===== config.mk =====
export PLATFORM = sky130hd
export DESIGN_NAME = isid_top
export DESIGN_NICKNAME = d
export VERILOG_FILES = /design/src/inc/isid_pkg.sv /design/src/core/isid_top.sv /design/src/core/isid_mac_rst_wd.sv
export SDC_FILE = /design/constraint.sdc
export NUM_CORES = 1
export LEC_CHECK = 0
export ABC_AREA = 1
export BUFFER_PORTS_ARGS = -buffer_cell sky130_fd_sc_hd__buf_2
export CAP_MARGIN = 20
export CORE_MARGIN = 5
export CORE_UTILIZATION = 56
export CTS_CLUSTER_DIAMETER = 30
export CTS_CLUSTER_SIZE = 40
export DETAILED_ROUTE_END_ITERATION = 7
export GPL_TIMING_DRIVEN = 0
export MAX_ROUTING_LAYER = met4
export PLACE_DENSITY_LB_ADDON = 0.1
export SETUP_SLACK_MARGIN = 0.5
export SLEW_MARGIN = 20
export SYNTH_ARGS = -nofsm -noshare
export SYNTH_HDL_FRONTEND = slang
export SYNTH_SLANG_ARGS = --single-unit

===== constraint.sdc =====
create_clock -name sys_clk -period 2.2 [get_ports sys_clk]
set_input_delay 0.55 -clock sys_clk [delete_from_list [all_inputs] [get_ports sys_clk]]
set_output_delay 0.55 -clock sys_clk [all_outputs]
set_load 0.005 [all_outputs]

===== src/inc/isid_pkg.sv =====
// constants and types for the interrupt status and identity block
package isid_pkg;

  // register bus
  localparam int          ISID_AW               = 12;
  localparam int          ISID_DW               = 32;

  // register offsets (byte addresses)
  localparam logic [11:0] ISID_OFS_IDENT        = 12'h000;
  localparam logic [11:0] ISID_OFS_STATUS       = 12'h00c;
  localparam logic [11:0] ISID_OFS_MASK         = 12'h0f8;
  localparam logic [11:0] ISID_OFS_CTRL         = 12'h0fc;

  // status bit positions
  localparam int          ISID_BIT_OTP_DONE     = 28;
  localparam int          ISID_BIT_TX_LPI_ENTRY = 26;
  localparam int          ISID_BIT_TX_LPI_EXIT  = 25;
  localparam int          ISID_BIT_RX_LPI_ENTRY = 24;
  localparam int          ISID_BIT_MAC_RST_TO   = 23;
  localparam int          ISID_BIT_RX_OVERFLOW  = 22;
  localparam int          ISID_BIT_TX_ERROR     = 21;

  // implemented status bits and the low power group
  localparam logic [31:0] ISID_STS_IMPL         = 32'h17e0_0000;
  localparam logic [31:0] ISID_STS_EEE          = 32'h0700_0000;

  // control register fields
  localparam int          ISID_CTRL_MAC_RST     = 0;
  localparam int          ISID_CTRL_EE_EN       = 1;
  localparam int          ISID_CTRL_RST_BUSY    = 2;

  // identity fields
  localparam int          ISID_ID_MODEL_LSB     = 16;
  localparam int          ISID_CHIP_IDENTITY_REVISION_W         = 16;

  // reset values
  localparam logic [31:0] ISID_RST_STATUS       = 32'h0000_0000;
  localparam logic [31:0] ISID_RST_MASK         = 32'h0000_0000;
  localparam logic [15:0] ISID_RST_REV          = 16'h0000;
  localparam logic [31:0] ISID_RST_RDATA        = 32'h0000_0000;

  // mac reset watchdog timing
  localparam int          ISID_CLK_PERIOD_PS    = 8000;
  localparam longint      ISID_WD_TIME_MS       = 8;
  localparam int          ISID_WD_CYCLES        =
    int'((ISID_WD_TIME_MS * 64'd1000000000) / ISID_CLK_PERIOD_PS);
  localparam int          ISID_WD_CW            = 20;
  localparam logic [19:0] ISID_WD_CNT_RST       = 20'h0_0000;

  // watchdog states
  typedef enum logic [1:0] {
    ISID_WD_IDLE = 2'b01,
    ISID_WD_WAIT = 2'b10
  } isid_wd_state_t;

  // watchdog state record
  typedef struct packed {
    isid_wd_state_t        st;
    logic [19:0]           cnt;
    logic                  mac_rst_n;
    logic                  timeout;
  } isid_wd_t;

  // main block state record
  typedef struct packed {
    logic [31:0]           status;
    logic [31:0]           mask;
    logic                  ee_en;
    logic                  rst_req;
    logic [15:0]           rev;
    logic                  rev_cap;
    logic [31:0]           rdata;
    logic                  irq;
    logic                  rx_wr;
  } isid_regs_t;

  // event sources
  typedef struct packed {
    logic                  otp_wr_done;
    logic                  tx_lpi_entry;
    logic                  tx_lpi_exit;
    logic                  rx_lpi_entry;
    logic                  rx_wr_req;
    logic                  rx_fifo_full;
    logic                  tx_error;
  } isid_src_t;

endpackage


===== src/core/isid_top.sv =====
// identity register and upper interrupt status register block
//
// The plain strobed port is this design's own decision.
`timescale 1ns/1ps
`default_nettype none
// Contract
// - otp write done sets bit 28
// - tx lpi entry pulse sets bit 26
// - tx lpi exit pulse sets bit 25
// - rx lpi entry pulse sets bit 24
// - low power bits zero when disabled
// - 8 ms watchdog timeout sets bit 23
// - watchdog expiry releases mac reset
// - write into full fifo sets 22
// - drop receive data during overflow
// - transmit error level sets bit 21
// - read only model and revision register
// - revision value taken from silicon strap
module isid_top #(
  parameter int          WD_CYCLES  = isid_pkg::ISID_WD_CYCLES,
  // model code value is arbitrary
  parameter logic [15:0] MODEL_CODE = 16'h5a3c
) (
  // clock and reset
  input  wire logic        sys_clk,
  input  wire logic        rst_n,
  // register port
  input  wire logic [11:0] reg_addr,
  input  wire logic [31:0] reg_wdata,
  input  wire logic        reg_wr,
  input  wire logic        reg_rd,
  output logic      [31:0] reg_rdata,
  // event sources
  input  wire logic        otp_wr_done,
  input  wire logic        tx_low_power_entry_event,
  input  wire logic        tx_low_power_exit_event,
  input  wire logic        rx_low_power_entry_event,
  input  wire logic        tx_error_level,
  // receive fifo write path
  input  wire logic        rx_wr_req,
  input  wire logic        rx_fifo_full,
  output logic             rx_fifo_wr,
  // mac reset
  input  wire logic        phy_clks_ok,
  output logic             mac_rst_n,
  // silicon revision strap
  input  wire logic [15:0] rev_strap,
  // energy efficient enable to the mac
  output logic             energy_efficient_enable,
  // interrupt
  output logic             irq
);

  isid_pkg::isid_regs_t q;
  isid_pkg::isid_regs_t n;
  isid_pkg::isid_src_t  src;

  logic        wd_busy;
  logic        wd_timeout;
  logic [31:0] events;
  logic [31:0] w1c;
  logic [31:0] sts_keep;
  logic [31:0] sts_raw;

  assign src.otp_wr_done  = otp_wr_done;
  assign src.tx_lpi_entry = tx_low_power_entry_event;
  assign src.tx_lpi_exit  = tx_low_power_exit_event;
  assign src.rx_lpi_entry = rx_low_power_entry_event;
  assign src.rx_wr_req    = rx_wr_req;
  assign src.rx_fifo_full = rx_fifo_full;
  assign src.tx_error     = tx_error_level;

  // mac reset watchdog
  isid_mac_rst_wd #(
    .WD_CYCLES   (WD_CYCLES)
  ) u_wd (
    .sys_clk     (sys_clk),
    .rst_n       (rst_n),
    .start       (q.rst_req),
    .phy_clks_ok (phy_clks_ok),
    .mac_rst_n   (mac_rst_n),
    .busy        (wd_busy),
    .timeout     (wd_timeout)
  );

  // event vector
  always_comb
  begin
    events = 32'h0000_0000;
    events[isid_pkg::ISID_BIT_OTP_DONE]     = src.otp_wr_done;
    events[isid_pkg::ISID_BIT_TX_LPI_ENTRY] = src.tx_lpi_entry;
    events[isid_pkg::ISID_BIT_TX_LPI_EXIT]  = src.tx_lpi_exit;
    events[isid_pkg::ISID_BIT_RX_LPI_ENTRY] = src.rx_lpi_entry;
    events[isid_pkg::ISID_BIT_MAC_RST_TO]   = wd_timeout;
    events[isid_pkg::ISID_BIT_RX_OVERFLOW]  = src.rx_wr_req & src.rx_fifo_full;
    events[isid_pkg::ISID_BIT_TX_ERROR]     = src.tx_error;
  end

  // write one to clear pattern
  assign w1c = (reg_wr && reg_addr == isid_pkg::ISID_OFS_STATUS)
             ? (reg_wdata & isid_pkg::ISID_STS_IMPL) : 32'h0000_0000;

  // per bit status update
  for (genvar b = 0; b < 32; b++)
  begin : g_sts
    if (isid_pkg::ISID_STS_IMPL[b])
    begin : g_impl
      assign sts_keep[b] = q.status[b] & ~w1c[b];
      assign sts_raw[b]  = sts_keep[b] | events[b];
    end
    else
    begin : g_resvd
      assign sts_keep[b] = 1'b0;
      assign sts_raw[b]  = 1'b0;
    end
  end

  // next state
  always_comb
  begin
    n         = q;
    n.rst_req = 1'b0;
    n.rdata   = isid_pkg::ISID_RST_RDATA;

    n.rev_cap = 1'b1;
    if (!q.rev_cap)
    begin
      n.rev = rev_strap;
    end

    if (reg_wr)
    begin
      case (reg_addr)
        isid_pkg::ISID_OFS_MASK:
        begin
          n.mask = reg_wdata & isid_pkg::ISID_STS_IMPL;
        end
        isid_pkg::ISID_OFS_CTRL:
        begin
          n.ee_en   = reg_wdata[isid_pkg::ISID_CTRL_EE_EN];
          n.rst_req = reg_wdata[isid_pkg::ISID_CTRL_MAC_RST] & ~wd_busy;
        end
        default:
        begin
          n.ee_en = q.ee_en;
        end
      endcase
    end

    n.status = sts_raw;

    if (!n.ee_en)
    begin
      n.status = n.status & ~isid_pkg::ISID_STS_EEE;
    end

    // interrupt level
    n.irq = |(n.status & n.mask);

    n.rx_wr = src.rx_wr_req & ~src.rx_fifo_full
            & ~q.status[isid_pkg::ISID_BIT_RX_OVERFLOW];

    if (reg_rd)
    begin
      case (reg_addr)
        isid_pkg::ISID_OFS_IDENT:
        begin
          n.rdata = {MODEL_CODE, q.rev};
        end
        isid_pkg::ISID_OFS_STATUS:
        begin
          n.rdata = q.status;
        end
        isid_pkg::ISID_OFS_MASK:
        begin
          n.rdata = q.mask;
        end
        isid_pkg::ISID_OFS_CTRL:
        begin
          n.rdata                               = 32'h0000_0000;
          n.rdata[isid_pkg::ISID_CTRL_EE_EN]    = q.ee_en;
          n.rdata[isid_pkg::ISID_CTRL_RST_BUSY] = wd_busy;
        end
        default:
        begin
          n.rdata = isid_pkg::ISID_RST_RDATA;
        end
      endcase
    end
  end

  // state register
  always_ff @(posedge sys_clk or negedge rst_n)
  begin
    if (!rst_n)
    begin
      q.status  <= isid_pkg::ISID_RST_STATUS;
      q.mask    <= isid_pkg::ISID_RST_MASK;
      q.ee_en   <= 1'b0;
      q.rst_req <= 1'b0;
      q.rev     <= isid_pkg::ISID_RST_REV;
      q.rev_cap <= 1'b0;
      q.rdata   <= isid_pkg::ISID_RST_RDATA;
      q.irq     <= 1'b0;
      q.rx_wr   <= 1'b0;
    end
    else
    begin
      q <= n;
    end
  end

  assign reg_rdata               = q.rdata;
  assign irq                     = q.irq;
  assign rx_fifo_wr              = q.rx_wr;
  assign energy_efficient_enable = q.ee_en;

endmodule
`default_nettype wire


===== src/core/isid_mac_rst_wd.sv =====
// mac reset watchdog: holds mac reset until phy clocks or timeout
`timescale 1ns/1ps
`default_nettype none
module isid_mac_rst_wd #(
  parameter int WD_CYCLES = isid_pkg::ISID_WD_CYCLES
) (
  // clock and reset
  input  wire logic sys_clk,
  input  wire logic rst_n,
  // control
  input  wire logic start,
  input  wire logic phy_clks_ok,
  // status
  output logic      mac_rst_n,
  output logic      busy,
  output logic      timeout
);

  localparam logic [19:0] LAST = 20'(WD_CYCLES - 1);

  isid_pkg::isid_wd_t q;
  isid_pkg::isid_wd_t n;

  always_comb
  begin
    n         = q;
    n.timeout = 1'b0;
    case (q.st)
      isid_pkg::ISID_WD_IDLE:
      begin
        if (start)
        begin
          n.st        = isid_pkg::ISID_WD_WAIT;
          n.cnt       = isid_pkg::ISID_WD_CNT_RST;
          n.mac_rst_n = 1'b0;
        end
      end
      isid_pkg::ISID_WD_WAIT:
      begin
        n.cnt = q.cnt + 20'h0_0001;
        if (phy_clks_ok)
        begin
          n.st        = isid_pkg::ISID_WD_IDLE;
          n.mac_rst_n = 1'b1;
        end
        else if (q.cnt == LAST)
        begin
          n.st        = isid_pkg::ISID_WD_IDLE;
          n.mac_rst_n = 1'b1;
          n.timeout   = 1'b1;
        end
      end
      default:
      begin
        n.st        = isid_pkg::ISID_WD_IDLE;
        n.mac_rst_n = 1'b1;
      end
    endcase
  end

  always_ff @(posedge sys_clk or negedge rst_n)
  begin
    if (!rst_n)
    begin
      q.st        <= isid_pkg::ISID_WD_IDLE;
      q.cnt       <= isid_pkg::ISID_WD_CNT_RST;
      q.mac_rst_n <= 1'b1;
      q.timeout   <= 1'b0;
    end
    else
    begin
      q <= n;
    end
  end

  assign mac_rst_n = q.mac_rst_n;
  assign busy      = (q.st == isid_pkg::ISID_WD_WAIT);
  assign timeout   = q.timeout;

endmodule
`default_nettype wire


**Word-level counts from Yosys, hierarchy flattened**

Index checks and enable logic that the tools add are counted.

- Register bits: 138
- Output and inout bits: 36

- Add/subtract/negate cells: 1
- Equality and inequality tests: 8
- Mux-type cells: 18
- Bitwise logic cells: 29
- Reduce and logical (&&, ||, !) cells: 6

Operators with widths:

| operator | count |
|---|---|
| 32-bit case mux with 4 select lines | 1 |
| 32-bit 2-to-1 mux | 2 |
| 20-bit case mux with 2 select lines | 1 |
| 34-bit 2-to-1 mux | 1 |
| 29-bit by 32-bit AND with 32-bit output | 1 |
| 32-bit OR reduction | 1 |
| 29-bit 2-to-1 mux | 1 |
| 27-bit 2-to-1 mux | 1 |
| 12-bit by 8-bit == test with 1-bit output (second input constant) | 2 |
| 23-bit 2-to-1 mux | 1 |
| 20-bit by 1-bit adder with 20-bit output (second input constant) | 1 |
| 20-bit == test (second input constant) | 1 |
| 12-bit by 4-bit == test with 1-bit output (second input constant) | 1 |
| 12-bit logical NOT | 1 |
| 1-bit AND | 11 |
| 1-bit inverter | 10 |
| 1-bit OR | 7 |
| 2-bit 2-to-1 mux | 3 |
| 1-bit 2-to-1 mux | 5 |
| 2-bit case mux with 2 select lines | 1 |
| 2-bit AND reduction | 2 |
| 3-bit by 2-bit inequality test with 1-bit output (second input constant) | 1 |
| 2-bit by 1-bit == test with 1-bit output (second input constant) | 1 |
| 2-bit == test (second input constant) | 1 |
| other kinds (4) | 4 |

**Depth between registers and ports, before layout**

Gate-level depths: netlist of the first run.

- Word-level depth: 9
- Mapped depth: 12
- Gate-level depth less buffers: 11

**By module**

From an unflattened synthesis of the first run, not the netlist that was laid out.

- Cells, all modules: 500
- Area total of the unflattened synthesis: 4184.0 µm²

Modules (own cells, without submodules):

| module | instances | cells an instance | area each (µm²) |
|---|---|---|---|
| isid_top | 1 | 301 | 2735.1 |
| isid_mac_rst_wd | 1 | 199 | 1448.9 |

**Worst setup path before layout of the first run**

OpenSTA, ideal clock, no wires.

- Path kind: input to register
- Start: input reg_addr[1]
- End: register, netlist name irq
- Setup time: 0.119 ns
- Arrival: 1.462 ns
- Required time: 2.081 ns
- Path slack: 0.620 ns
- Stages: 10
- Buffers on the path: 0
- Cell sequence: nor2_2 -> nand3_1 -> nor2_2 -> nand3_2 -> nand2_1 -> o21ai_1 -> nand2_1 -> nand2_1 -> nor2_1 -> nand2_1

RTL lines:

| what | line | text |
|---|---|---|
| start: declaration | isid_top.sv:28 | `input wire logic [11:0] reg_addr,` |

**Worst setup path in the final report of the first run**

- Start: register u_wd.q[2] in the netlist's numbering
- End: register u_wd.q[18] in the netlist's numbering

- Longest elaborated chain between the ends: 2

Ends and longest elaborated chain:

| what | line | text |
|---|---|---|
| start: declaration | isid_mac_rst_wd.sv:21 | `isid_pkg::isid_wd_t q;` |
| start signal: assignment | isid_mac_rst_wd.sv:72 | `q <= n;` |
| 20-bit by 1-bit adder with 20-bit output | isid_mac_rst_wd.sv:40 | `n.cnt = q.cnt + 20'h0_0001;` |
| 20-bit case mux with 2 select lines | isid_mac_rst_wd.sv:28 | `case (q.st)` |

Every way passes these cells.
A chain may end at the register's enable or synchronous reset.

==> impl_metrics.toml, run 1 <==
[synth]
syn_area_per_cell_um2 = 8.49
ys_dominant_reg_cell = "dfrtp_1"
yosys.cell_count.top_type = "nand2_1"
yosys_warnings = 0
synth.area.top_cells = "dfrtp_1, nand2_1, buf_4"
synth_top_area_share = 0.519
ys_seq_area_frac = 0.532
synthTopCellsByCount = "nand2_1, dfrtp_1, inv_1"
ys_ff_latch = 83
synth_top_area_cell = "dfrtp_1"
synthCells = 460
synth-edff-count = 0
synth_cell_types = 32
async_flop_share = 1.00
syn_area_um2 = 3910

[timing]
finalSetupViolCount = 0
finalClockSkew_ns = 0.0147
worst_pin_slew_ns = 0.501
report.final.slew_viol_count = 0
rsz0062_at_grt = "true"
relSlewSlack = 0.666
fmax_mhz = 616
min_period_over_period = 0.738
finalHoldViolCount = 0
period_needed_ns = 1.62
tns_ns = 0

[placement]
portBuffers = 80
placed_area_um2 = 4470
placed_cells = 640
hpwl_um = 6140
globalplace.congestion = 0.870

[worst_setup_path]
criticalPathCategory = "flip-flop to flip-flop"
crit_family = "simple AND/OR/NAND/NOR gates"
crit_path_start_kind = "flip-flop"
cp.required_ns = 2.49
slowest_stage = "dfrtp_1"
r2r_start = "u_wd.q[2]"
crit_arrival_ns = 1.91
slowest_delay_ns = 0.40
cp_num_buf_inv = 0
worstPathCellList = "ha_2 > nand3_4 > nor3_4 > nand3_2 > nor3_4 > nand3_1 > nand2_1 > nand2_1 > nor2_1"
endpoint_kind = "flip-flop"
cp_max_fo = 4
cp-startpoint = "u_wd.q[2]"

[drt]
wl_um = 8370
via_per_inst = 4.89
first_pass_iters = 5
ant_nets = 0
dr_total_vias = 3245
drc = 0
wl_per_cell_um = 12.6
initialDrtViolationCount = 161

[die]
num_io_pins = 108
core_area_um2 = 6790
initial_core_util = 0.575
dieArea_um2 = 8750
die_width_um = 93.5
fp-row-count = 30
die_h_um = 93.5

[final_layout]
stdcell_area_um2 = 4760
antenna_cells = 0
drive_gt1_frac = 0.289
nets = 635
seq_area_um2 = 2080
fill_cells = 553
utilization = 0.701
area_delta_synth_final_pct = 21.9
multi_input_area_um2 = 1370
final_cells = 663

[clock_network]
path_clk_slew_ns = 0.09
cts_root_buf = "clkbuf_8"
clockBufferDepth = 2
htree_levels = 3
worstSkewPairLatency_ns = 0.36
clkSinkCount = 83
cts_made_buffers = 9
cts_tree = "built"

[global_routing]
grt_pass1_vias = 3221
grt_max_degree = 54
grt_pass1_wl_um = 13900
gr-total-overflow = 0
antenna_found_initial = 0
track_usage = 0.205

[outcome]
status = "finished clean"

[pwr]
p_per_area_nw_per_um2 = 591
leakage_nw = 2.56
ir_drop_mv = 0.291

[worst_hold_path]
hold_path.class = "primary input to asynchronous set/reset pin"

[run]
drv_cap = 0
## flip-flops by register name, indices dropped and copies added, names as in the netlist
name and cells:
q 32, u_wd.timeout 1, u_wd.mac_rst_n 1, reg_rdata 24, rx_fifo_wr 1, energy_efficient_enable 1
u_wd.q 22, irq 1
## metal layers
layer  routed length (um)  global-route usage
met2                 4350               0.342
met4                  132              0.0854
met3                  436              0.0370
met1                 3460               0.246
met5                    0                   -
## cells in the final DEF (no fill, tap or decap), types with 2 or more instances in the layout
master,instances
clkbuf_8,9
o21ai_1,8
conb_1,5
mux2_2,2
inv_6,2
inv_8,3
xor2_1,3
nor2_2,6
nand3_4,2
nand2_1,92
dfstp_2,2
nand4_1,14
dfrtp_1,81
nor3_1,5
nor2_1,55
nand3_1,17
clkbuf_1,5
buf_4,41
nor3b_1,3
nor3_4,2
nor2_4,2
o22ai_1,4
inv_1,60
o21ai_0,12
a21oi_1,34
clkinvlp_4,2
inv_2,4
buf_2,79
## final cells by class
| class | count | area share |
|---|---|---|
| flip-flops and latches | 83 | 0.437 |
| multi-input cells | 276 | 0.287 |
| repair buffers | 88 | 0.101 |
| plain buffers | 40 | 0.0594 |
| inverters | 64 | 0.0504 |
| clock buffers | 9 | 0.0260 |
| well taps | 96 | 0.0252 |
| clock inverters | 7 | 0.0139 |
## power by group
group	switching, mW	internal, mW	leakage, nW
Sequential	0.0114	1.56	1.08
Clock	0.633	0.442	0.0922
Combinational	0.103	0.0712	1.40
Total	0.748	2.07	2.56
## final timing paths
| kind | end | slack, ns | cells after the start |
|---|---|---|---|
| max reg2reg | u_wd.q[18] | 0.58 | 9 |
| max | u_wd.q[18] | 0.58 | 9 |
| min | u_wd.q[19] | 0.12 | 1 |
| min in group sys_clk | rx_fifo_wr | 0.35 | 2 |
| max in group asynchronous | reg_rdata[22] | 1.49 | 2 |
| min reg2reg | rx_fifo_wr | 0.48 | 1 |
## logic make-up after synthesis
family	after synthesis	share of synthesized area
simple gates	203	0.233
buf+inv	104	0.134
flops	83	0.532
compound gates	61	0.0817
xor+xnor	4	0.00897
other cells	2	0.00192
mux	2	0.00576
fa+ha+maj	1	0.00320
## per-stage QoR
stage                     total power, mW  hold slack [ns]  setup WS (ns)
after CTS                            2.82            0.137          0.496
after global placement               1.76            0.458        -0.0603
after detailed placement             1.77            0.465          0.258
final                                2.82            0.121          0.575
after global routing                 2.93            0.151          0.436
after floorplan                      1.67            0.254          0.620
## timing repair
action                                 CTS  global route
setup endpoints to repair                2            11
pin swaps                                1             4
hold buffers                             0             0
gates resized for setup                  1            12
buffers inserted                         3             4
endpoints found under the hold margin    0             0
Power figures use the tool's default switching activity.
==> inputs of run 2 (changes only) <==
--- a/config.mk
+++ b/config.mk
@@ -9,7 +9,7 @@
 export BUFFER_PORTS_ARGS = -buffer_cell sky130_fd_sc_hd__buf_2
 export CAP_MARGIN = 20
 export CORE_MARGIN = 5
-export CORE_UTILIZATION = 56
+export CORE_UTILIZATION = 52
 export CTS_CLUSTER_DIAMETER = 30
 export CTS_CLUSTER_SIZE = 40
 export DETAILED_ROUTE_END_ITERATION = 7
==> constraint.sdc (replaced) <==
create_clock -name sys_clk -period 1.6 [get_ports sys_clk]
set_input_delay 0.4 -clock sys_clk [delete_from_list [all_inputs] [get_ports sys_clk]]
set_output_delay 0.4 -clock sys_clk [all_outputs]
set_load 0.005 [all_outputs]
==> impl_metrics.toml, run 2 (synthesis gave the netlist of run 1 again) <==
[outcome]
status = "finished with violations"
violations = "hold timing"

[timing]
finalClockSkew_ns = 0.0115
hold_slack_ns = -0.0373
fmax_mhz = 640
rsz0062_at_grt = "true"
setup_ws_ns = 0.0378
min_period_over_period = 0.976
report.final.slew_viol_count = 0
finalHoldViolCount = 23
period_needed_ns = 1.56
finalSetupViolCount = 0

[drt]
via_per_inst = 5.16
initialDrtViolationCount = 184
ant_nets = 0
dr_total_vias = 3589
first_pass_iters = 5
wl_per_cell_um = 15.5
wl_um = 10800
drc = 0

[final_layout]
mostFrequentLayoutCells = "dfrtp_1, buf_6, nand2_1, inv_1, buf_2"
antenna_cells = 0
fill_cells = 431
drive_gt1_frac = 0.471
largest_register_ff_count = 32
area_delta_synth_final_pct = 52.4
stdcell_area_um2 = 5950
nets = 665
layout_commonest_cell = "dfrtp_1"
top_register = "q"

[global_routing]
gr-total-overflow = 0
grt_max_degree = 59
grt_pass1_wl_um = 16800
grt_pass1_vias = 3538
track_usage = 0.225
antenna_found_initial = 0

[placement]
hpwl_um = 6390
portBuffers = 80
pre_cts_ws_ns = -0.203
globalplace.congestion = 0.916
placed_area_um2 = 4610

[run]
drv_cap = 0

[clock_network]
cts_root_buf = "clkbuf_8"
cts_tree = "built"
path_clk_slew_ns = 0.10
worstSkewPairLatency_ns = 0.35
cts_made_buffers = 9
clkSinkCount = 83
htree_levels = 3
clockBufferDepth = 2

[worst_setup_path]
slowest_delay_ns = 0.42
crit_arrival_ns = 1.85
criticalPathCategory = "flip-flop to flip-flop"
cp_max_fo = 3
r2r_start = "u_wd.q[2]"
cp_num_buf_inv = 1
crit_path_start_kind = "flip-flop"
crit_family = "simple AND/OR/NAND/NOR gates"
worstPathCellList = "ha_4 > nand3_4 > buf_6 > nor3b_4 > nand4_1 > nand2_2 > a21oi_2 > nor2_1"
endpoint_kind = "flip-flop"
cp-startpoint = "u_wd.q[2]"
cp.required_ns = 1.89
slowest_stage = "dfrtp_1"

[die]
initial_core_util = 0.536
num_io_pins = 108
die_width_um = 96.7
core_area_um2 = 7290
fp-row-count = 31
die_h_um = 96.7
dieArea_um2 = 9350

[worst_hold_path]
hold_path.class = "primary input to asynchronous set/reset pin"

[pwr]
leakage_nw = 2.97
finalPower_mw = 4.07
ir_drop_mv = 0.435
p_per_area_nw_per_um2 = 683
run 2: changes by cell type in the layout (fill, tap and decap cells not counted), sizes merged:
cell / previous run / this run
buf: 122 / 152
nand3: 20 / 21
clkinv: 0 / 1
clkbuf: 15 / 14
inv: 69 / 67
bufinv: 0 / 1
run 2: power breakdown:
part           internal [mW]  switching [mW]  total [mW]  leakage (nW)
clock                  0.746           0.838        1.58        0.0984
combinational          0.132           0.193       0.325          1.79
sequential              2.14          0.0193        2.16          1.07
total                   3.02            1.05        4.07          2.97
run 2: routing by layer:
layer  track usage  up-vias  share of wire
met1         0.275     1705           0.40
met3        0.0302       38          0.056
met4        0.0896        0          0.043
li1              -     1698              -
met5             -        -              0
met2         0.378      148           0.50
run 2: cell type report:
cell class | count | area, um^2 | share of cell area
Multi-Input combinational cell | 277 | 1820 | 0.306
Sequential cell | 83 | 2080 | 0.349
Clock inverter | 7 | 82.6 | 0.0139
Buffer | 40 | 437 | 0.0733
Clock buffer | 9 | 124 | 0.0208
Inverter | 64 | 285 | 0.0479
Timing Repair Buffer | 117 | 997 | 0.167
Tap cell | 99 | 124 | 0.0208
run 2: worst paths after layout:
kind                                       end  slack [ns]  cells after the start
min in group sys_clk                rx_fifo_wr        0.21                      2
max in group asynchronous        reg_rdata[27]        1.04                      2
worst max-delay path            u_wd.mac_rst_n        0.04                      8
worst max register to register  u_wd.mac_rst_n        0.04                      8
worst min register to register   reg_rdata[12]        0.50                      2
worst min-delay path                u_wd.q[18]       -0.04                      1
run 2: repair_timing:
item / in CTS / in global routing
gates resized for setup: 114 / 88
setup buffers: 26 / 7
cloned: 4 / 0
pin swaps: 22 / 14
hold endpoints to repair: 23 / 23
setup endpoints to repair: 99 / 99
run 2: worst register-to-register path: cells and delay by family, from the launching register on:
kind            cells  cell delay, ns
compound gates      1            0.05
fa+ha+maj           1            0.17
buf+inv             1            0.14
flops               1            0.42
simple gates        5            0.73
run 2: through the flow:
step / hold WS [ns] / utilization / cells / TNS, ns
after floorplan: 0.104 / - / 463 / 0
after global placement: 0.451 / 0.628 / 642 / -46.57
after detailed placement: 0.343 / 0.632 / 643 / -3.19
after CTS: -0.0343 / 0.763 / 689 / 0
after global routing: -0.0163 / 0.817 / 696 / -0.262
final: -0.0373 / 0.817 / 696 / 0
